**src/ssdc_params.svh**
```systemverilog
// constants for the scan switch-delay controller
// assumes inclusion by every design file that needs offsets or timing
`ifndef SSDC_PARAMS_SVH
`define SSDC_PARAMS_SVH

// ==========================================
// register offsets
`define SSDC_OFS_MAIN_CONFIG   3'h0
`define SSDC_OFS_TIMING        3'h1
`define SSDC_OFS_CHAN_MASK     3'h2
`define SSDC_OFS_COMMAND       3'h3
`define SSDC_OFS_STATUS        3'h4
`define SSDC_OFS_RESULT_COUNT  3'h5

// ==========================================
// field positions
`define SSDC_BIT_BYPASS        0
`define SSDC_BIT_CHOP          1
`define SSDC_BIT_BIAS_EN       2
`define SSDC_BIT_BIAS_HIGH     3
`define SSDC_BIT_AUTO_SCAN     4
`define SSDC_BIT_RUN           5
`define SSDC_BIT_PULSE_CMD     0

// ==========================================
// reset values
`define SSDC_RST_MAIN_CONFIG   8'h10
`define SSDC_RST_TIMING        8'h30
`define SSDC_RST_CHAN_MASK     8'hff

// ==========================================
// timing counts, in system clocks
`define SSDC_UNIT_CLKS         128
// 128 x 4.265625 = 128 x 273 / 64
`define SSDC_OVERHEAD_CLKS     ((`SSDC_UNIT_CLKS * 273) / 64)

`endif

```
**src/ssdc_pkg.sv**
```systemverilog
// types shared by the scan switch-delay controller
// assumes nothing beyond a SystemVerilog compiler
package ssdc_pkg;

    typedef enum logic [2:0] {
        SSDC_IDLE    = 3'b000,
        SSDC_SWITCH  = 3'b001,
        SSDC_SETTLE  = 3'b010,
        SSDC_CONVERT = 3'b011,
        SSDC_DONE    = 3'b100
    } ssdc_state_type;

endpackage : ssdc_pkg

```
**src/ssdc_sync.sv**
```systemverilog
// three-stage synchroniser for one pin input
// assumes the input is asynchronous to clk; rst_n is already synchronised
`timescale 1ns/1ps

module ssdc_sync (
    // clock and reset
    input  wire logic clk,
    input  wire logic rst_n,
    // pin and filtered level
    input  wire logic pin,
    output logic      level
);

    logic s1;
    logic s2;
    logic s3;

    // ==========================================
    // stages
    always_ff @(posedge clk or negedge rst_n) begin
        if (!rst_n) begin
            s1 <= 1'b0;
            s2 <= 1'b0;
            s3 <= 1'b0;
        end else begin
            s1 <= pin;
            s2 <= s1;
            s3 <= s2;
        end
    end

    // a change counts only once stages two and three agree
    always_ff @(posedge clk or negedge rst_n) begin
        if (!rst_n) begin
            level <= 1'b0;
        end else if (s2 == s3) begin
            level <= s3;
        end
    end

endmodule : ssdc_sync

```
**src/ssdc_unit_timer.sv**
```systemverilog
// delay-unit divider: one-cycle tick every unit of system clocks
// assumes clr restarts the unit from zero in the same cycle
`timescale 1ns/1ps
`include "ssdc_params.svh"

module ssdc_unit_timer (
    // clock and reset
    input  wire logic clk,
    input  wire logic rst_n,
    // control and tick
    input  wire logic clr,
    output logic      tick
);

    localparam logic [6:0] LAST = 7'(`SSDC_UNIT_CLKS - 1);

    logic [6:0] cnt;

    // ==========================================
    // divider
    always_ff @(posedge clk or negedge rst_n) begin
        if (!rst_n) begin
            cnt  <= 7'h00;
            tick <= 1'b0;
        end else if (clr) begin
            cnt  <= 7'h00;
            tick <= 1'b0;
        end else begin
            tick <= (cnt == LAST);
            cnt  <= (cnt == LAST) ? 7'h00 : cnt + 7'h01;
        end
    end

endmodule : ssdc_unit_timer

```
**src/ssdc_scan_ctrl.sv**
```systemverilog
// conversion sequencer: channel scan, switch delay, chop, pulse mode,
// loop bypass and sensor-bias routing, with a small register port
// assumes a single 100 MHz clk; start_pin is asynchronous
`timescale 1ns/1ps
`include "ssdc_params.svh"

// Summary of operation
// [RULE1] auto scan waits the programmed settling delay after each channel switch
// [RULE2] delay select codes give 0,1,2,4,8,16,32,48 units
// [RULE3] one delay unit is 128 system clocks
// [RULE4] nonzero delay lengthens every per-channel conversion cycle
// [RULE5] chopping halves the result rate by converting twice per channel
// [RULE6] pulse mode converts exactly one channel per start rise or command; the code ignores any that arrive outside SSDC_IDLE
// [RULE7] host may pace pulses; internal delay still settles the reversed chop phase
// [RULE8] bypass bit zero connects mux output internally, else external loop pins
// [RULE9] multiplexer output pins stay driven whatever the bypass setting
// [RULE10] bias sources into selected positive, sinks from selected negative, two magnitudes
// [RULE11] bias reaches only the currently selected channel
// [RULE12] one result takes 128*(4^(3-rate)+4.265625+delay) clocks, doubled with chop
// [RULE13] rate select sets averages: 11->1, 10->4, 01->16, 00->64
// [RULE14] delay counter restarts each switch; conversion starts at programmed count
module ssdc_scan_ctrl (
    // clock and reset
    input  wire logic        clk,
    input  wire logic        rstn,
    // register port
    input  wire logic [2:0]  reg_addr,
    input  wire logic [7:0]  reg_wdata,
    input  wire logic        reg_wr,
    input  wire logic        reg_rd,
    output logic      [7:0]  reg_rdata,
    // conversion control pin
    input  wire logic        start_pin,
    // multiplexer and loop
    output logic      [3:0]  mux_pos_sel,
    output logic      [3:0]  mux_neg_sel,
    output logic             mux_out_en,
    output logic             loop_internal,
    output logic             chop_reverse,
    // sensor bias
    output logic      [15:0] bias_src_en,
    output logic      [15:0] bias_sink_en,
    output logic             bias_high,
    // converter handshake
    output logic             conv_start,
    output logic      [6:0]  conv_avg,
    output logic             data_ready
);

    // ==========================================
    // reset release
    logic rst_a;
    logic rst_n;

    always_ff @(posedge clk or negedge rstn) begin
        if (!rstn) begin
            rst_a <= 1'b0;
            rst_n <= 1'b0;
        end else begin
            rst_a <= 1'b1;
            rst_n <= rst_a;
        end
    end

    // ==========================================
    // functions
    function automatic logic [5:0] delay_units(input logic [2:0] sel);
        unique case (sel)
            3'h0: delay_units = 6'd0;
            3'h1: delay_units = 6'd1;
            3'h2: delay_units = 6'd2;
            3'h3: delay_units = 6'd4;
            3'h4: delay_units = 6'd8;
            3'h5: delay_units = 6'd16;
            3'h6: delay_units = 6'd32;
            3'h7: delay_units = 6'd48;
        endcase
    endfunction : delay_units

    function automatic logic [6:0] avg_count(input logic [1:0] sel);
        unique case (sel)
            2'h3: avg_count = 7'd1;
            2'h2: avg_count = 7'd4;
            2'h1: avg_count = 7'd16;
            2'h0: avg_count = 7'd64;
        endcase
    endfunction : avg_count

    // next enabled pair after cur, wrapping; cur itself if it is the only one
    function automatic logic [2:0] next_pair(input logic [2:0] cur,
                                             input logic [7:0] mask);
        logic [2:0] cand;
        logic       found;
        cand      = cur;
        found     = 1'b0;
        next_pair = cur;
        for (int i = 1; i <= 8; i++) begin
            cand = 3'(cur + 3'(i));
            if (!found && mask[cand]) begin
                next_pair = cand;
                found     = 1'b1;
            end
        end
    endfunction : next_pair

    // ==========================================
    // registers
    logic [7:0] main_config_reg;
    logic [7:0] timing_reg;
    logic [7:0] chan_mask;
    logic [7:0] result_count;
    logic       pulse_cmd;

    logic [2:0] switch_delay_sel;
    logic [1:0] rate_sel;
    logic       cfg_chop;
    logic       cfg_auto;

    assign switch_delay_sel = timing_reg[2:0];
    assign rate_sel         = timing_reg[5:4];
    assign cfg_chop         = main_config_reg[`SSDC_BIT_CHOP];
    assign cfg_auto         = main_config_reg[`SSDC_BIT_AUTO_SCAN];

    always_ff @(posedge clk or negedge rst_n) begin
        if (!rst_n) begin
            main_config_reg <= `SSDC_RST_MAIN_CONFIG;
            timing_reg      <= `SSDC_RST_TIMING;
            chan_mask       <= `SSDC_RST_CHAN_MASK;
        end else if (reg_wr) begin
            if (reg_addr == `SSDC_OFS_MAIN_CONFIG) main_config_reg <= reg_wdata & 8'h3f;
            if (reg_addr == `SSDC_OFS_TIMING)      timing_reg      <= reg_wdata & 8'h37;
            if (reg_addr == `SSDC_OFS_CHAN_MASK)   chan_mask       <= reg_wdata;
        end
    end

    // command write is a one-cycle pulse, not stored
    always_ff @(posedge clk or negedge rst_n) begin
        if (!rst_n) begin
            pulse_cmd <= 1'b0;
        end else begin
            pulse_cmd <= reg_wr && (reg_addr == `SSDC_OFS_COMMAND)
                         && reg_wdata[`SSDC_BIT_PULSE_CMD];
        end
    end

    // ==========================================
    // start pin
    logic start_level;
    logic start_prev;
    logic start_rise;

    ssdc_sync u_start_sync (
        .clk   (clk),
        .rst_n (rst_n),
        .pin   (start_pin),
        .level (start_level)
    );

    always_ff @(posedge clk or negedge rst_n) begin
        if (!rst_n) begin
            start_prev <= 1'b0;
        end else begin
            start_prev <= start_level;
        end
    end

    assign start_rise = start_level && !start_prev;

    // ==========================================
    // sequencer
    ssdc_pkg::ssdc_state_type state;
    ssdc_pkg::ssdc_state_type next_state;

    logic        run_level;
    logic        pulse_evt;
    logic        timer_clr;
    logic        unit_tick;
    logic [5:0]  unit_cnt;
    logic [13:0] conv_cnt;
    logic [13:0] conv_last;
    logic [2:0]  pair;
    logic        phase;
    logic        settled;
    logic        conv_end;

    assign run_level = start_level || main_config_reg[`SSDC_BIT_RUN];
    assign pulse_evt = start_rise || pulse_cmd;
    assign settled   = (unit_cnt == delay_units(switch_delay_sel));         // [RULE2] [RULE14]
    // overhead plus 128 clocks per first-stage output averaged
    assign conv_last = 14'(`SSDC_OVERHEAD_CLKS
                       + `SSDC_UNIT_CLKS * avg_count(rate_sel) - 1);      // [RULE12] [RULE13]
    assign conv_end  = (conv_cnt == conv_last);
    // restart the unit timer whenever a settle interval begins
    assign timer_clr = (state == ssdc_pkg::SSDC_SWITCH)
                       || (state == ssdc_pkg::SSDC_CONVERT && conv_end);   // [RULE14]

    ssdc_unit_timer u_unit_timer (
        .clk   (clk),
        .rst_n (rst_n),
        .clr   (timer_clr),
        .tick  (unit_tick)                                                 // [RULE3]
    );

    always_comb begin
        next_state = state;
        unique case (state)
            ssdc_pkg::SSDC_IDLE: begin
                if (cfg_auto ? run_level : pulse_evt) begin                // [RULE6]
                    next_state = ssdc_pkg::SSDC_SWITCH;
                end
            end
            ssdc_pkg::SSDC_SWITCH: begin
                next_state = ssdc_pkg::SSDC_SETTLE;
            end
            ssdc_pkg::SSDC_SETTLE: begin
                if (settled) begin                                         // [RULE1] [RULE4]
                    next_state = ssdc_pkg::SSDC_CONVERT;
                end
            end
            ssdc_pkg::SSDC_CONVERT: begin
                if (conv_end) begin
                    // chop reverses polarity and settles again before phase two
                    next_state = (cfg_chop && !phase) ? ssdc_pkg::SSDC_SETTLE
                                                      : ssdc_pkg::SSDC_DONE; // [RULE5] [RULE7]
                end
            end
            ssdc_pkg::SSDC_DONE: begin
                // pulse mode stops after one channel; auto runs while started
                next_state = (cfg_auto && run_level) ? ssdc_pkg::SSDC_SWITCH
                                                     : ssdc_pkg::SSDC_IDLE; // [RULE6]
            end
            default: begin
                next_state = ssdc_pkg::SSDC_IDLE;
            end
        endcase
    end

    always_ff @(posedge clk or negedge rst_n) begin
        if (!rst_n) begin
            state <= ssdc_pkg::SSDC_IDLE;
        end else begin
            state <= next_state;
        end
    end

    // settle unit counter
    always_ff @(posedge clk or negedge rst_n) begin
        if (!rst_n) begin
            unit_cnt <= 6'h00;
        end else if (timer_clr) begin
            unit_cnt <= 6'h00;                                             // [RULE14]
        end else if (state == ssdc_pkg::SSDC_SETTLE && !settled && unit_tick) begin
            unit_cnt <= unit_cnt + 6'h01;                                  // [RULE1]
        end
    end

    // conversion length counter
    always_ff @(posedge clk or negedge rst_n) begin
        if (!rst_n) begin
            conv_cnt <= 14'h0000;
        end else if (state != ssdc_pkg::SSDC_CONVERT || conv_end) begin
            conv_cnt <= 14'h0000;
        end else begin
            conv_cnt <= conv_cnt + 14'h0001;                               // [RULE12]
        end
    end

    // channel pair and chop phase
    always_ff @(posedge clk or negedge rst_n) begin
        if (!rst_n) begin
            pair  <= 3'h0;
            phase <= 1'b0;
        end else begin
            if (state == ssdc_pkg::SSDC_SWITCH) begin
                phase <= 1'b0;
            end else if (state == ssdc_pkg::SSDC_CONVERT && conv_end && cfg_chop) begin
                phase <= 1'b1;                                             // [RULE5]
            end
            // the finished pair advances so a later start picks up the next one
            if (state == ssdc_pkg::SSDC_DONE) begin
                pair <= next_pair(pair, chan_mask);
            end
        end
    end

    // ==========================================
    // outputs
    always_ff @(posedge clk or negedge rst_n) begin
        if (!rst_n) begin
            mux_pos_sel   <= 4'h0;
            mux_neg_sel   <= 4'h1;
            mux_out_en    <= 1'b0;
            loop_internal <= 1'b1;
            chop_reverse  <= 1'b0;
            conv_avg      <= 7'h40;
        end else begin
            mux_pos_sel   <= {pair, 1'b0};
            mux_neg_sel   <= {pair, 1'b1};
            mux_out_en    <= 1'b1;                                         // [RULE9]
            loop_internal <= !main_config_reg[`SSDC_BIT_BYPASS];           // [RULE8]
            chop_reverse  <= phase;                                        // [RULE5]
            conv_avg      <= avg_count(rate_sel);                          // [RULE13]
        end
    end

    // bias follows the selected pair only; others see no current
    always_ff @(posedge clk or negedge rst_n) begin
        if (!rst_n) begin
            bias_src_en  <= 16'h0000;
            bias_sink_en <= 16'h0000;
            bias_high    <= 1'b0;
        end else begin
            bias_high <= main_config_reg[`SSDC_BIT_BIAS_HIGH];             // [RULE10]
            if (main_config_reg[`SSDC_BIT_BIAS_EN] && state != ssdc_pkg::SSDC_IDLE) begin
                bias_src_en  <= 16'h0001 << {pair, 1'b0};                  // [RULE10] [RULE11]
                bias_sink_en <= 16'h0002 << {pair, 1'b0};                  // [RULE10] [RULE11]
            end else begin
                bias_src_en  <= 16'h0000;
                bias_sink_en <= 16'h0000;
            end
        end
    end

    always_ff @(posedge clk or negedge rst_n) begin
        if (!rst_n) begin
            conv_start   <= 1'b0;
            data_ready   <= 1'b0;
            result_count <= 8'h00;
        end else begin
            conv_start <= (state == ssdc_pkg::SSDC_SETTLE) && settled;     // [RULE1]
            data_ready <= (state == ssdc_pkg::SSDC_DONE);                  // [RULE5] [RULE6]
            if (state == ssdc_pkg::SSDC_DONE) begin
                result_count <= result_count + 8'h01;
            end
        end
    end

    // ==========================================
    // read port
    always_ff @(posedge clk or negedge rst_n) begin
        if (!rst_n) begin
            reg_rdata <= 8'h00;
        end else if (reg_rd) begin
            unique case (reg_addr)
                `SSDC_OFS_MAIN_CONFIG:  reg_rdata <= main_config_reg;
                `SSDC_OFS_TIMING:       reg_rdata <= timing_reg;
                `SSDC_OFS_CHAN_MASK:    reg_rdata <= chan_mask;
                `SSDC_OFS_STATUS:       reg_rdata <= {state, phase, 1'b0, pair};
                `SSDC_OFS_RESULT_COUNT: reg_rdata <= result_count;
                default:                reg_rdata <= 8'h00;
            endcase
        end else begin
            reg_rdata <= 8'h00;
        end
    end

endmodule : ssdc_scan_ctrl

```
**config.mk**
```make
export PLATFORM = sky130hd
export DESIGN_NAME = ssdc_scan_ctrl
export DESIGN_NICKNAME = d
export VERILOG_FILES = /design/src/ssdc_pkg.sv /design/src/ssdc_sync.sv /design/src/ssdc_unit_timer.sv /design/src/ssdc_scan_ctrl.sv
export VERILOG_INCLUDE_DIRS = /design/src
export SDC_FILE = /design/constraint.sdc
export NUM_CORES = 1
export LEC_CHECK = 0
export BUFFER_PORTS_ARGS = -buffer_cell sky130_fd_sc_hd__buf_2
export CAP_MARGIN = 5
export CORE_UTILIZATION = 48
export DETAILED_ROUTE_END_ITERATION = 16
export PLACE_DENSITY = 0.79
export SETUP_SLACK_MARGIN = 0.05
export SYNTH_ARGS = -nofsm -noshare
export SYNTH_HDL_FRONTEND = slang
export SYNTH_SLANG_ARGS = --single-unit
```
**constraint.sdc**
```tcl
create_clock -name clk -period 6.4 [get_ports clk]
set_input_delay 1.6 -clock clk [delete_from_list [all_inputs] [get_ports clk]]
set_output_delay 1.6 -clock clk [all_outputs]
set_load 0.005 [all_outputs]
```
**After elaboration in Yosys (flattened, before gate mapping)**

Memory sizes are Yosys's and may differ from the RTL's.
Index checks and enable logic that the tools add are counted.

- Bits in registers: 126
- Memories kept: 1
- Bits in latches: 0
- Input port bits: 16
- Word-level logic and storage cells: 177
- Memory bits (read-only): 48
- RAM bits: 0

Memories:

| memory | depth | bits a word | read ports | clocked after Yosys merged registers in | write ports | line | source |
|---|---|---|---|---|---|---|---|
| (no name shown) | 8 | 6 | 1 | 0 | 0 | ssdc_scan_ctrl.sv:68 | `unique case (sel)` |

- Equal/unequal tests: 20
- Multiplexer cells: 57
- Magnitude comparators: 8
- Bitwise logic cells: 1
- Add/subtract/negate cells: 13
- Shifts and indexed selects: 2
- $mul: 0
- Reduce and logical (&&, ||, !) cells: 45
- Div/mod/pow operators: 0

Operators with widths:

| kind | number |
|---|---|
| case mux 8 bit (5 select lines) | 1 |
| 2-to-1 mux 3 bit | 11 |
| less-than comparator 3 x 4 -> 1 bit, second input constant | 8 |
| 2-to-1 mux 16 bit | 2 |
| case mux 7 bit (4 select lines) | 1 |
| 2-to-1 mux 1 bit | 27 |
| binary-select mux 1 bit (select 3 bit) | 8 |
| logical AND 1 bit | 18 |
| left shift 1 x 4 -> 16 bit, first input constant | 1 |
| left shift 2 x 4 -> 16 bit, first input constant | 1 |
| case mux 3 bit (5 select lines) | 1 |
| adder 10 x 14 -> 14 bit, first input constant | 1 |
| adder 14 x 1 -> 14 bit, second input constant | 1 |
| equality test 14 bit | 1 |
| 2-to-1 mux 14 bit | 1 |
| 2-to-1 mux 7 bit | 2 |
| subtractor 14 x 1 -> 14 bit, second input constant | 1 |
| adder 3 bit, second input constant | 4 |
| equality test 3 x 2 -> 1 bit, second input constant | 4 |
| 2-to-1 mux 6 bit | 2 |
| logical NOT 1 bit | 11 |
| equality test 3 bit, second input constant | 3 |
| adder 8 x 1 -> 8 bit, second input constant | 1 |
| 2-to-1 mux 8 bit | 1 |
| 21 further kinds | 34 |

**Longest topological paths before layout**

Gate-level depths: netlist (run 1).

- Depth in word-level cells: 33
- Gate-level depth with buffers: 11
- Gate-level depth less buffers: 9

**By module**

Synthesis (run 1) repeated with hierarchy kept, for this count alone.

- Cells, all modules: 475
- Area, all modules: 5325.1 um2

Modules (own cells, without submodules):

| module | times used | cells each | area an instance (um2) | seq. area each (um2) |
|---|---|---|---|---|
| ssdc_scan_ctrl | 1 | 439 | 4873.4 | 2193.4 |
| ssdc_unit_timer | 1 | 31 | 340.3 | 200.2 |
| ssdc_sync | 1 | 5 | 111.4 | 100.1 |

**Worst setup path after synthesis (run 1)**

OpenSTA, ideal clock, no wires.

- Path kind: input-to-reg
- Start point: input reg_addr[2]
- End point: register main_config_reg[1]
- Slack: 3.356 ns
- Setup time: 0.125 ns
- Stages on the path: 4
- Arrival time: 2.919 ns
- Data required time: 6.275 ns
- Cell sequence: clkbuf_1 nor2b_1 nor3b_1 mux2_2

- Word-level cells in the longest chain between the ends: 2

RTL lines:

| what | line | source |
|---|---|---|
| start: declaration | ssdc_scan_ctrl.sv:27 | `input wire logic [2:0] reg_addr,` |
| logical NOT 3 bit | - |  |
| AND reduction 2 bit (no source line) | - |  |
| end signal: assignment | ssdc_scan_ctrl.sv:126 | `` main_config_reg <= `SSDC_RST_MAIN_CONFIG; `` |
| end signal: assignment | ssdc_scan_ctrl.sv:130 | `` if (reg_addr == `SSDC_OFS_MAIN_CONFIG) main_config_reg <= reg_wdata & 8'h3f; `` |
| end: declaration | ssdc_scan_ctrl.sv:108 | `logic [7:0] main_config_reg;` |

No other way between the ends.
A chain may end at the register's enable or synchronous reset.

**Final worst setup path (run 1)**

- Start point: register pair[0]
- End point: register pair[1]

- Word-level cells in the longest chain between the ends: 33
- Elaborated cells between the ends (all ways): 61
- Those cells by class: add/sub (7); mux (37); bitwise (1); reduce/logical (16)

RTL lines:

| what | line | source |
|---|---|---|
| start: declaration | ssdc_scan_ctrl.sv:181 | `logic [2:0] pair;` |
| start signal: assignment | ssdc_scan_ctrl.sv:281 | `pair <= next_pair(pair, chan_mask);` |
| adder 3 x 1 -> 3 bit | ssdc_scan_ctrl.sv:98 | `cand = 3'(cur + 3'(i));` |
| binary-select mux 1 bit (select 3 bit) | ssdc_scan_ctrl.sv:99 | `if (!found && mask[cand]) begin` |
| 2-to-1 mux 1 bit (not written as such) | ssdc_scan_ctrl.sv:99 |  |
| 2-to-1 mux 1 bit | ssdc_scan_ctrl.sv:99 |  |
| 2-to-1 mux 1 bit | ssdc_scan_ctrl.sv:280 | `if (state == ssdc_pkg::SSDC_DONE) begin` |
| logical NOT 1 bit | ssdc_scan_ctrl.sv:99 |  |
| logical AND 1 bit | ssdc_scan_ctrl.sv:99 |  |
| 2-to-1 mux 1 bit | ssdc_scan_ctrl.sv:99 |  |
| (+17 left out) | - |  |
| logical NOT 1 bit | ssdc_scan_ctrl.sv:99 |  |
| logical AND 1 bit | ssdc_scan_ctrl.sv:99 |  |
| 2-to-1 mux 1 bit | ssdc_scan_ctrl.sv:99 |  |
| 2-to-1 mux 1 bit | ssdc_scan_ctrl.sv:280 |  |
| logical NOT 1 bit | ssdc_scan_ctrl.sv:99 |  |
| logical AND 1 bit | ssdc_scan_ctrl.sv:99 |  |
| NOT 1 bit (no source line) | - |  |
| AND reduction 3 bit (no source line) | - |  |

Parallel ways exist; a longest one is shown, timed or not. The select of a mux whose other input is x is not followed.

==> reports/results.tsv, run 1 <==
stage	metric	value	unit
critical_path	worst setup path end	pair[1]	
global_routing	largest net degree at the start of global routing	83	
critical_path	critical setup path kind	register to register	
sta	fin crit period	3.726	ns
synthesis	yosys synthesis warning count	0	
finish	net count of the finished layout	557	
global_routing	vias in the first global route	3557	
synthesis	number of cells produced by synthesis	489	
synthesis	register bit total from synthesis	99	
synthesis	Distinct cells, synth	63	
finish	design area	5783	sq um
global_routing	initial antenna violation count	0	
clock_tree	post-CTS clock slew at the launch and capture registers of the worst setup and hold paths	0.09	ns
critical_path	startpoint type of the worst setup path	register	
floorplanning	initial standard-cell utilization of the core	49.22	%
global_routing	wire length of the first global-routing pass	17.68	mm
synthesis	number of enable-type register cells in the synthesized netlist	0	
clock_tree	number of buffers added to fix hold violations after cts	0	
critical_path	kind of capture point of the worst setup path	register	
sta	hold slack final	0.1788	ns
clock_tree	post-CTS repair timing setup buffer count	0	
detailed_routing	DRC violation count after routing	0	
floorplanning	floorplan die area	11540	sq um
sta	setup skew after layout	0.008032	ns
finish	antenna diode count	0	
clock_tree	TritonCTS Sinks	99	
critical_path	endpoint of the lowest-slack register-to-register path	pair[1]	
detailed_routing	Vias per Instance	5.575	
sta	number of max-slew violations in the final report	0	
clock_tree	Clock Root Buffer	clkbuf_8	
sta	sum of negative setup slack	0	ns
sta	Slew headroom	28.47	%
pwr	standby leakage power	2.632	nW
synthesis	Top FF cell, synth	dfrtp_1	
finish	core occupancy in the finished layout	53.35	%
sta	final count of negative-setup-slack endpoints	0	
clock_tree	CTS tree	built	
detailed_routing	Routed Wire Length	10.59	mm
sta	RSZ-0062 raised after global routing	no	
synthesis	cells taking the most area after synthesis	dfrtp_1 40%, dfstp_2 6.4%, mux2_2 5.5%	
floorplanning	die extent in y	107.4	microns
sta	part of the cycle the worst path needs	58.22	%
place	detailed placement HPWL	7.581	mm
place	number of buffers added on ports	55	
synthesis	synthesized area	5335	sq um
finish	register with the most flip-flops	conv_cnt	
floorplanning	placement row count	38	
place	placed cell areas	5560	sq um
critical_path	CP required	6.72	ns
job	max cap viols	0	
clock_tree	clock latency reported for the late side of the worst-skew pair	0.38	ns
sta	slew at the pin closest to its max-slew limit	1.071	ns
sta	Max Fclk	268.4	MHz
detailed_routing	antenna-violating nets left	0	
floorplanning	area of the placeable core	10840	sq um
detailed_routing	iteration-0 DRC count of the detailed router	196	
pwr	Tot Pwr	0.001548	W
critical_path	arrival time of data at the critical path endpoint	4.04	ns
status	outcome	completed	
synthesis	Synth area leader	dfrtp_1	
critical_path	Reg2Reg Setup Slack	2.67	ns
clock_tree	CTS-repair resized insts	0	
synthesis	post-synthesis sequential area ratio	46.74	%
critical_path	Worst R2R Path Depth	9	
min_path	type of the worst min-delay path	register to asynchronous set/reset pin	
synthesis	mean instance size in the synthesized netlist	10.91	sq um
detailed_routing	first drt pass iteration count	4	
floorplanning	I/O pin count	77	
finish	fraction of final layout cells sized beyond drive strength 1	24.20	%
finish	number of flip-flops under the largest register name	14	
finish	P&R area growth vs syn	8.396	%
floorplanning	width of the die	107.4	microns
sta	count of endpoints failing hold in the final timing report	0	
critical_path	crit path max fanout	16	
pwr	maximum resistive drop on vdd	0.1960	mV
global_routing	total grt overflow	0	
pwr	power density relative to cell area	267.7	nW/um^2
clock_tree	CTS Buf Count	9	
detailed_routing	vias after detailed routing	3752	
clock_tree	CTS HTree Levels	3	
synthesis	share of synthesized registers carrying an async set or reset	100.0	%
critical_path	startpoint of the most critical register-to-register path	pair[0]	
clock_tree	largest buffer count on any clock path	2	
detailed_routing	DR WL/cell	15.74	microns
global_routing	total routing usage reported by global routing	20.04	%
critical_path	source of the critical timing path	pair[0]	
synthesis	portion of synthesized cell area occupied by the leading cell type	40.34	%
place	global placer's final weighted congestion	0.8837	
cell families after synthesis:
group / after synthesis / synth area share, %
AND/OR/NAND/NOR: 168 / 16.30
flip-flops: 99 / 46.74
AO/OA/AOI/OAI: 63 / 8.138
buffers and inverters: 61 / 6.754
multiplexers: 49 / 13.27
XOR/XNOR: 33 / 5.418
adder cells (fa/ha/maj): 14 / 3.236
other: 2 / 0.1408
placed cells by master (no fill, tap or decap), drive strengths merged, types with 11 or more instances in the layout:
master	instances
dfrtp	86
buf	56
nor2	49
nand2	27
mux2	26
conb	23
xnor2	21
nand3	19
o21ai	16
and3	14
ha	13
dfstp	13
xor2	12
inv	12
mux4	12
mux2i	11
worst min-delay path by stage:
stage | endpoint | start | slack, ns | depth (start not counted)
global placement | u_start_sync.s1 | rst_n | 0.18 | 0
CTS | u_start_sync.s1 | rst_n | 0.19 | 0
floorplan | rst_n | rst_a | 0.33 | 0
global route | u_start_sync.s1 | rst_n | 0.21 | 0
finish | u_start_sync.s1 | rst_n | 0.18 | 0
detailed placement | u_start_sync.s1 | rst_n | 0.18 | 0
worst max-delay path, cell delays in order, from the launching register on:
cell and delay, ns:
dfrtp_1 0.78, clkinv_1 0.45, ha_1 0.66, mux2i_1 0.37, mux4_1 0.39, nand2_2 0.10, or3b_1 0.36, a32o_1 0.22
a22o_1 0.22, o21ai_2 0.10
area by class of cell:
| class | count | area (sq um) |
|---|---|---|
| timing repair buffer | 56 | 282.8 |
| inverter | 12 | 45.04 |
| fill | 911 | 5057 |
| clock inverter | 7 | 98.84 |
| sequential | 99 | 2497 |
| clock buffer | 9 | 123.9 |
| multi-input combinational | 350 | 2560 |
| tap | 140 | 175.2 |
layer usage:
metal	GRT usage, %	share of wire [%]	routed length, microns	up-vias
met5	0	0	0	-
met2	32.86	49	5205	120
met3	4.722	5.1	541	21
met1	24.90	43	4521	1860
li1	-	-	-	1751
met4	9.687	3.0	323	0
synthesized netlist by cell type, types with 4 or more instances:
cell      number
nand4_1        7
and3_1        14
nand3b_1       4
dfrtp_1       86
mux2i_1       10
nor2b_1        8
nand2_1       26
mux4_1         6
a21oi_1        9
a22oi_1        4
xnor2_1       21
nor2_1        48
mux2_2        26
a211oi_1       4
a21boi_0       7
mux4_2         6
or2_2          4
xor2_1        12
inv_1         10
dfstp_2       13
nor3_1         7
nor3b_1        4
nand3_1       19
nand2b_1       7
o21ai_0       15
buf_4         32
and2_1         6
clkbuf_1      13
ha_1          13
metrics by stage:
step / setup slack, ns / cells
2_1_floorplan: 3.356 / 510
3_3_place_gp: 2.885 / 657
3_5_place_dp: 2.754 / 657
4_1_cts: 2.699 / 673
5_1_grt: 2.466 / 673
6_report: 2.674 / 673
report_power, final:
part           switching [W]  total (W)  leakage, nW  internal, W
combinational       0.000158   0.000315         1.30     0.000157
clock               0.000222   0.000444        0.110     0.000223
sequential         0.0000845   0.000789         1.22     0.000704
(Power assumes the default switching activity.)
==> run 2: changes to the inputs <==
--- a/config.mk
+++ b/config.mk
@@ -6,6 +6,7 @@
 export SDC_FILE = /design/constraint.sdc
 export NUM_CORES = 1
 export LEC_CHECK = 0
+export ABC_AREA = 1
 export BUFFER_PORTS_ARGS = -buffer_cell sky130_fd_sc_hd__buf_2
 export CAP_MARGIN = 5
 export CORE_UTILIZATION = 48
==> constraint.sdc (replaced) <==
create_clock -name clk -period 3.6 [get_ports clk]
set_input_delay 0.9 -clock clk [delete_from_list [all_inputs] [get_ports clk]]
set_output_delay 0.9 -clock clk [all_outputs]
set_load 0.005 [all_outputs]
==> reports/results.tsv, run 2 <==
stage	metric	value	unit	change
critical_path	max incr delay on CP	0.69	ns	-0.09 ns
critical_path	arrival time of data at the critical path endpoint	2.88	ns	-1.16 ns
finish	leading cell types in the layout, fill and taps excluded	102 x nand2_1, 85 x dfrtp_1, 71 x inv_1		
detailed_routing	first drt pass iteration count	5		+1
synthesis	cells taking the most area after synthesis	dfrtp_1 41%, nand2_1 7.3%, dfstp_2 6.5%		
pwr	Seq pwr share	51.8	%	+0.9 points
detailed_routing	iteration-0 DRC count of the detailed router	195		-0.51%
pwr	switching power total	0.0006542	W	+41%
sta	PnR worst setup slack	0.9486	ns	-1.725 ns
sta	Max Fclk	377.2	MHz	+41%
critical_path	crit path max fanout	13		-3
critical_path	Critical Path, Cell by Cell	inv_6 > ha_1 > inv_1 > nand3_1 > nand2_1 > nand2_2 > nand2_4 > nand3_4 > nor2_8 > nand4_2 > nand2_1 > nor2_1 > xor2_1		
place	post-placement setup slack	1.001	ns	-1.754 ns
global_routing	total routing usage reported by global routing	20.60	%	+0.56 points
sta	hold slack final	0.2985	ns	+0.1197 ns
critical_path	startpoint of the most critical register-to-register path	pair[0]		
critical_path	kind of capture point of the worst setup path	register		
finish	P&R area growth vs syn	9.845	%	
synthesis	most numerous cell in the Yosys netlist	nand2_1		
min_path	type of the worst min-delay path	input pin to asynchronous set/reset pin		
sta	part of the cycle the worst path needs	73.65	%	+15 points
critical_path	Reg2Reg Setup Slack	0.95	ns	-1.72 ns
clock_tree	post-CTS repair timing setup buffer count	0		unchanged
pwr	switch share	26.55	%	-3.5 points
place	number of buffers added on ports	55		unchanged
synthesis	mean instance size in the synthesized netlist	8.711	sq um	-20%
place	detailed placement HPWL	8.054	mm	+6.2%
critical_path	CP required	3.83	ns	-2.89 ns
global_routing	largest net degree at the start of global routing	47		-43%
sta	number of max-slew violations in the final report	0		unchanged
synthesis	number of cells produced by synthesis	604		+24%
finish	register with the most flip-flops	conv_cnt		
clock_tree	largest buffer count on any clock path	2		unchanged
finish	net count of the finished layout	685		+23%
floorplanning	die extent in y	106.7	microns	-0.68%
sta	RSZ-0062 raised after global routing	no		
sta	Slew headroom	47.69	%	+19 points
global_routing	wire length of the first global-routing pass	18.30	mm	+3.5%
sta	setup skew after layout	0.01170	ns	+0.003669 ns
sta	sum of negative setup slack	0	ns	unchanged
sta	count of endpoints failing hold in the final timing report	0		unchanged
synthesis	post-synthesis sequential area ratio	47.40	%	+0.66 points
finish	number of flip-flops under the largest register name	14		unchanged
clock_tree	clock latency reported for the late side of the worst-skew pair	0.37	ns	about the same
global_routing	initial antenna violation count	0		unchanged
floorplanning	floorplan die area	11380	sq um	-1.4%
critical_path	endpoint of the lowest-slack register-to-register path	pair[0]		
clock_tree	TritonCTS Sinks	99		unchanged
clock_tree	CTS tree	built		
floorplanning	I/O pin count	77		unchanged
pwr	portion of total power attributed to combinational logic	13.6	%	-6.8 points
critical_path	Worst R2R Path Depth	13		+4
synthesis	Top FF cell, synth	dfrtp_1		
sta	fin crit period	2.651	ns	-1.075 ns
pwr	P_int	0.001810	W	+67%
synthesis	Synth area leader	dfrtp_1		
global_routing	total grt overflow	0		unchanged
floorplanning	placement row count	37		-2.6%
floorplanning	area of the placeable core	10460	sq um	-3.5%
synthesis	register bit total from synthesis	99		unchanged
pwr	standby leakage power	2.954	nW	+12%
pwr	power density relative to cell area	426.3	nW/um^2	+59%
critical_path	crit-path leading delay family	simple AND/OR/NAND/NOR gates		
critical_path	CP bufs+invs	2		+1
floorplanning	initial standard-cell utilization of the core	50.29	%	+1.1 points
detailed_routing	vias after detailed routing	4107		+9.5%
critical_path	critical setup path kind	register to register		
place	global placer's final weighted congestion	0.8572		-3.0%
synthesis	number of enable-type register cells in the synthesized netlist	0		unchanged
synthesis	synth cell count leaders	102 x nand2_1, 86 x dfrtp_1, 71 x inv_1, 56 x nor2_1, 55 x nand3_1		
finish	antenna diode count	0		unchanged
detailed_routing	DRC violation count after routing	0		unchanged
job	max cap viols	0		unchanged
critical_path	Crit. path cell count	13		+4
clock_tree	post-CTS clock slew at the launch and capture registers of the worst setup and hold paths	0.09	ns	about the same
critical_path	startpoint type of the worst setup path	register		
synthesis	synthesized area	5261	sq um	-1.4%
detailed_routing	Vias per Instance	5.153		-7.6%
sta	slew at the pin closest to its max-slew limit	0.7786	ns	-0.2920 ns
pwr	Clock Power Share	34.6	%	+5.9 points
global_routing	vias in the first global route	3907		+9.8%
critical_path	worst setup path end	pair[0]		
pwr	maximum resistive drop on vdd	0.2461	mV	+26%
clock_tree	CTS-repair resized insts	0		unchanged
synthesis	share of synthesized registers carrying an async set or reset	100.0	%	unchanged
finish	fraction of final layout cells sized beyond drive strength 1	21.18	%	-3.0 points
clock_tree	Clock Root Buffer	clkbuf_8		
critical_path	source of the critical timing path	pair[0]		
detailed_routing	antenna-violating nets left	0		unchanged
status	outcome	completed		
synthesis	Distinct cells, synth	47		-25%
synthesis	yosys synthesis warning count	0		unchanged
clock_tree	number of buffers added to fix hold violations after cts	0		unchanged
sta	final count of negative-setup-slack endpoints	0		unchanged
critical_path	worst-path cell with the longest stage delay	dfrtp_1		
detailed_routing	DR WL/cell	13.36	microns	-15%
finish	leading cell type in the layout, fill and taps excluded	nand2_1		
detailed_routing	Routed Wire Length	10.65	mm	+0.56%
synthesis	portion of synthesized cell area occupied by the leading cell type	40.90	%	+0.57 points
critical_path	CP dominant cell by count	nand2_1		
clock_tree	CTS Buf Count	9		unchanged
floorplanning	width of the die	106.7	microns	-0.68%
clock_tree	CTS HTree Levels	3		unchanged
==> run 2: cell types whose count changed in the layout (fill, tap and decap cells not counted), sizes merged, moves of 18 or more <==
cell   before  now
inv        12   81
mux2       26    2
nand2      27  119
nand3      19   60
o21ai      16   34
xnor2      21    2
==> run 2: layout make-up <==
| type | instances | area [sq um] |
|---|---|---|
| clock inverters | 6 | 112.6 |
| repair buffers | 58 | 297.8 |
| inverters | 81 | 316.6 |
| clock buffers | 10 | 137.6 |
| multi-input cells | 407 | 2247 |
| well taps | 136 | 170.2 |
| flip-flops and latches | 99 | 2497 |
| fillers | 934 | 4683 |
==> run 2: how the worst min path moves through the flow <==
stage | end | start | slack, ns | depth (start not counted)
finish | rst_n | rstn | 0.30 | 1
global route | rst_n | rstn | 0.28 | 1
CTS | rst_n | rstn | 0.28 | 1
detailed placement | rst_n | rst_a | 0.34 | 0
global placement | rst_n | rst_a | 0.34 | 0
floorplan | rst_n | rst_a | 0.33 | 0
==> run 2: metal layers <==
layer / track usage (%) / share of wire (%) / vias to the layer above / wire [microns]
li1: - / - / 2010 / -
met1: 27.85 / 46 / 1975 / 4948
met2: 33.09 / 47 / 106 / 5041
met3: 4.559 / 4.8 / 16 / 513
met4: 6.360 / 1.4 / 0 / 147
met5: 0 / 0 / - / 0
==> run 2: cell families (layout without fill, tap and decap cells) <==
family	count (synthesis)	after routing	share of synthesized area (%)
compound gates	70	70	7.895
xor+xnor	18	18	3.353
fa+ha+maj	14	14	3.282
buf+inv	119	155	11.39
flops	99	99	47.40
mux	2	2	0.4280
other cells	2	23	0.1427
simple gates	280	280	26.11
==> run 2: through the flow <==
stage / area [sq um] / total power, W / instances / util [%]
6_report: 5779 / 0.002464 / 797 / 55.24
5_1_grt: 5779 / 0.002591 / 797 / 55.24
4_1_cts: 5779 / 0.002485 / 797 / 55.24
3_5_place_dp: 5529 / 0.001632 / 781 / 52.85
3_3_place_gp: 5529 / 0.001618 / 781 / 52.85
2_1_floorplan: 5340 / 0.001545 / 625 / -
==> run 2: power groups by stage <==
| stage | combinational (W) | sequential, W | clock, W |
|---|---|---|---|
| detailed placement | 0.000336 | 0.00130 | 0 |
| global placement | 0.000326 | 0.00129 | 0 |
| CTS | 0.000338 | 0.00127 | 0.000873 |
| floorplan | 0.000262 | 0.00128 | 0 |
| global route | 0.000387 | 0.00129 | 0.000916 |
| finish | 0.000336 | 0.00128 | 0.000852 |
==> run 3: changes to the inputs <==
==> constraint.sdc (replaced) <==
create_clock -name clk -period 2.49 [get_ports clk]
set_input_delay 0.6225 -clock clk [delete_from_list [all_inputs] [get_ports clk]]
set_output_delay 0.6225 -clock clk [all_outputs]
set_load 0.005 [all_outputs]
==> reports/results.tsv, run 3 (synthesis gave the netlist of run 2 again) <==
stage	metric	value	unit	change
min_path	type of the worst min-delay path	input pin to asynchronous set/reset pin		
sta	number of max-slew violations in the final report	0		unchanged
clock_tree	CTS HTree Levels	3		unchanged
clock_tree	TritonCTS Sinks	99		unchanged
sta	slew at the pin closest to its max-slew limit	0.6761	ns	-0.1025 ns
detailed_routing	DR WL/cell	13.60	microns	+1.8%
global_routing	global routing's busiest layer	met2		
detailed_routing	DRC violation count after routing	0		unchanged
finish	antenna diode count	0		unchanged
global_routing	largest net degree at the start of global routing	45		-4.3%
floorplanning	I/O pin count	77		unchanged
clock_tree	CTS tree	built		
clock_tree	largest buffer count on any clock path	2		unchanged
clock_tree	post-CTS clock slew at the launch and capture registers of the worst setup and hold paths	0.09	ns	about the same
critical_path	critical setup path kind	register to register		
floorplanning	placement row count	37		unchanged
sta	Slew headroom	54.62	%	+6.9 points
finish	fraction of final layout cells sized beyond drive strength 1	22.46	%	+1.3 points
floorplanning	floorplan die area	11380	sq um	unchanged
critical_path	arrival time of data at the critical path endpoint	2.50	ns	-0.38 ns
floorplanning	initial standard-cell utilization of the core	50.29	%	unchanged
floorplanning	width of the die	106.7	microns	unchanged
finish	P&R area growth vs syn	10.49	%	
global_routing	global-route track usage on met1	28.36	%	+0.50 points
finish	leading cell types in the layout, fill and taps excluded	102 x nand2_1, 83 x dfrtp_1, 70 x inv_1		
sta	RSZ-0062 raised after global routing	no		
critical_path	startpoint type of the worst setup path	register		
finish	net count of the finished layout	692		+1.0%
clock_tree	clock latency reported for the late side of the worst-skew pair	0.39	ns	+0.02 ns
finish	Fillers	953		+2.0%
critical_path	max incr delay on CP	0.45	ns	-0.24 ns
pwr	maximum resistive drop on vdd	0.2740	mV	+11%
job	max cap viols	0		unchanged
sta	part of the cycle the worst path needs	89.83	%	+16 points
finish	register with the most flip-flops	conv_cnt		
sta	final count of negative-setup-slack endpoints	0		unchanged
sta	Max Fclk	447.1	MHz	+19%
status	outcome	completed		
global_routing	wire length of the first global-routing pass	18.85	mm	+3.0%
global_routing	Global Route met3 Usage	3.526	%	-1.0 points
finish	leading cell type in the layout, fill and taps excluded	nand2_1		
floorplanning	die extent in y	106.7	microns	unchanged
critical_path	Critical Path, Cell by Cell	inv_4 > ha_1 > inv_2 > nand3_1 > nand2_2 > nand2_2 > nand2_4 > nand3_4 > nor2_8 > nand4_2 > nand2_1 > nor2_1 > xor2_1		
place	global placer's final weighted congestion	0.8571		about the same
pwr	standby leakage power	2.976	nW	+0.74%
clock_tree	number of buffers added to fix hold violations after cts	0		unchanged
finish	number of flip-flops under the largest register name	14		unchanged
pwr	power density relative to cell area	594.3	nW/um^2	+39%
pwr	Tot Pwr	0.003454	W	+40%
detailed_routing	Vias per Instance	5.193		+0.77%
critical_path	CP required	2.75	ns	-1.08 ns
floorplanning	area of the placeable core	10460	sq um	unchanged
global_routing	vias in the first global route	4042		+3.5%
global_routing	total routing usage reported by global routing	21.15	%	+0.55 points
critical_path	kind of capture point of the worst setup path	register		
detailed_routing	antenna-violating nets left	0		unchanged
sta	fin crit period	2.237	ns	-0.4147 ns
critical_path	CP dominant cell by count	nand2_2		
global_routing	met2 Usage GRT	33.78	%	+0.69 points
global_routing	total grt overflow	0		unchanged
critical_path	crit path max fanout	11		-2
detailed_routing	Routed Wire Length	10.93	mm	+2.7%
detailed_routing	vias after detailed routing	4175		+1.7%
global_routing	initial antenna violation count	0		unchanged
critical_path	worst-path cell with the longest stage delay	dfrtp_2		
place	dpl cells	787		+0.77%
sta	sum of negative setup slack	0	ns	unchanged
sta	count of endpoints failing hold in the final timing report	0		unchanged
finish	count of placed standard cells in the final layout, fillers left out	804		+0.88%
detailed_routing	first drt pass iteration count	5		unchanged
place	number of buffers added on ports	55		unchanged
place	detailed placement HPWL	8.283	mm	+2.8%
sta	setup skew after layout	0.01743	ns	+0.005725 ns
critical_path	crit-path leading delay family	simple AND/OR/NAND/NOR gates		
critical_path	CP bufs+invs	2		unchanged
clock_tree	CTS Buf Count	9		unchanged
detailed_routing	iteration-0 DRC count of the detailed router	170		-13%
clock_tree	Clock Root Buffer	clkbuf_8		
run 3: cell count changes in the layout (fill, tap and decap cells not counted), moves of 2 or more:
cell / before / now
buf_4: 3 / 9
inv_6: 1 / 5
bufinv_16: 3 / 1
clkinv_4: 2 / 0
dfrtp_1: 85 / 83
dfrtp_2: 0 / 2
run 3: per-stage QoR:
stage	instance area (sq um)	setup WS [ns]	util [%]	hold WS, ns
finish	5813	0.2533	55.56	0.01225
global route	5813	0.06030	55.56	0.004648
CTS	5803	0.1138	55.47	0.008350
detailed placement	5587	0.1305	53.40	0.3426
global placement	5587	0.1980	53.40	0.3380
floorplan	5341	0.3084	-	0.3269
run 3: layout make-up:
type	count	area (sq um)	share of cell area, %
Clock buffer	11	151.4	2.604
Inverter	81	316.6	5.446
Timing Repair Buffer	65	362.8	6.242
Sequential cell	99	2500	43.00
Tap cell	136	170.2	2.927
Multi-Input combinational cell	407	2247	38.66
Clock inverter	5	65.06	1.119
run 3: where the power goes:
group | switching, W | total, W | internal (W) | leakage, nW
logic | 0.000300 | 0.000490 | 0.000190 | 1.65
clock network | 0.000588 | 0.00112 | 0.000534 | 0.111
registers | 0.000108 | 0.00184 | 0.00173 | 1.21
total | 0.000996 | 0.00345 | 0.00246 | 2.98
run 3: routing by layer:
| metal | routed length [microns] | vias to the layer above |
|---|---|---|
| met3 | 617 | 17 |
| met1 | 4944 | 1992 |
| met4 | 218 | 0 |
| met2 | 5154 | 146 |
| li1 | - | 2020 |
| met5 | 0 | - |
run 3: path summary, 6_finish.rpt:
path	cells after the start	end	start	slack (ns)
hold reg to reg	0	main_config_reg[1]	rst_n	0.34
setup / recovery	13	pair[0]	pair[1]	0.25
max in group asynchronous	1	u_unit_timer.cnt[6]	rst_n	1.47
hold / removal	1	rst_n	rstn	0.01
setup reg to reg	13	pair[0]	pair[1]	0.25
min in group clk	1	u_start_sync.s1	start_pin	0.34
run 3: worst reg2reg max path, stage by stage (launching register included):
cell     delay, ns
dfrtp_2       0.45
inv_4         0.13
ha_1          0.33
inv_2         0.14
nand3_1       0.13
nand2_2       0.11
nand2_2       0.06
nand2_4       0.09
nand3_4       0.11
nor2_8        0.13
nand4_2       0.10
nand2_1       0.14
nor2_1        0.08
xor2_1        0.14
run 3: repair_timing:
action | in CTS | in global routing
setup endpoints to repair | 0 | 3
resized for setup | 0 | 3
setup buffers | 0 | 1
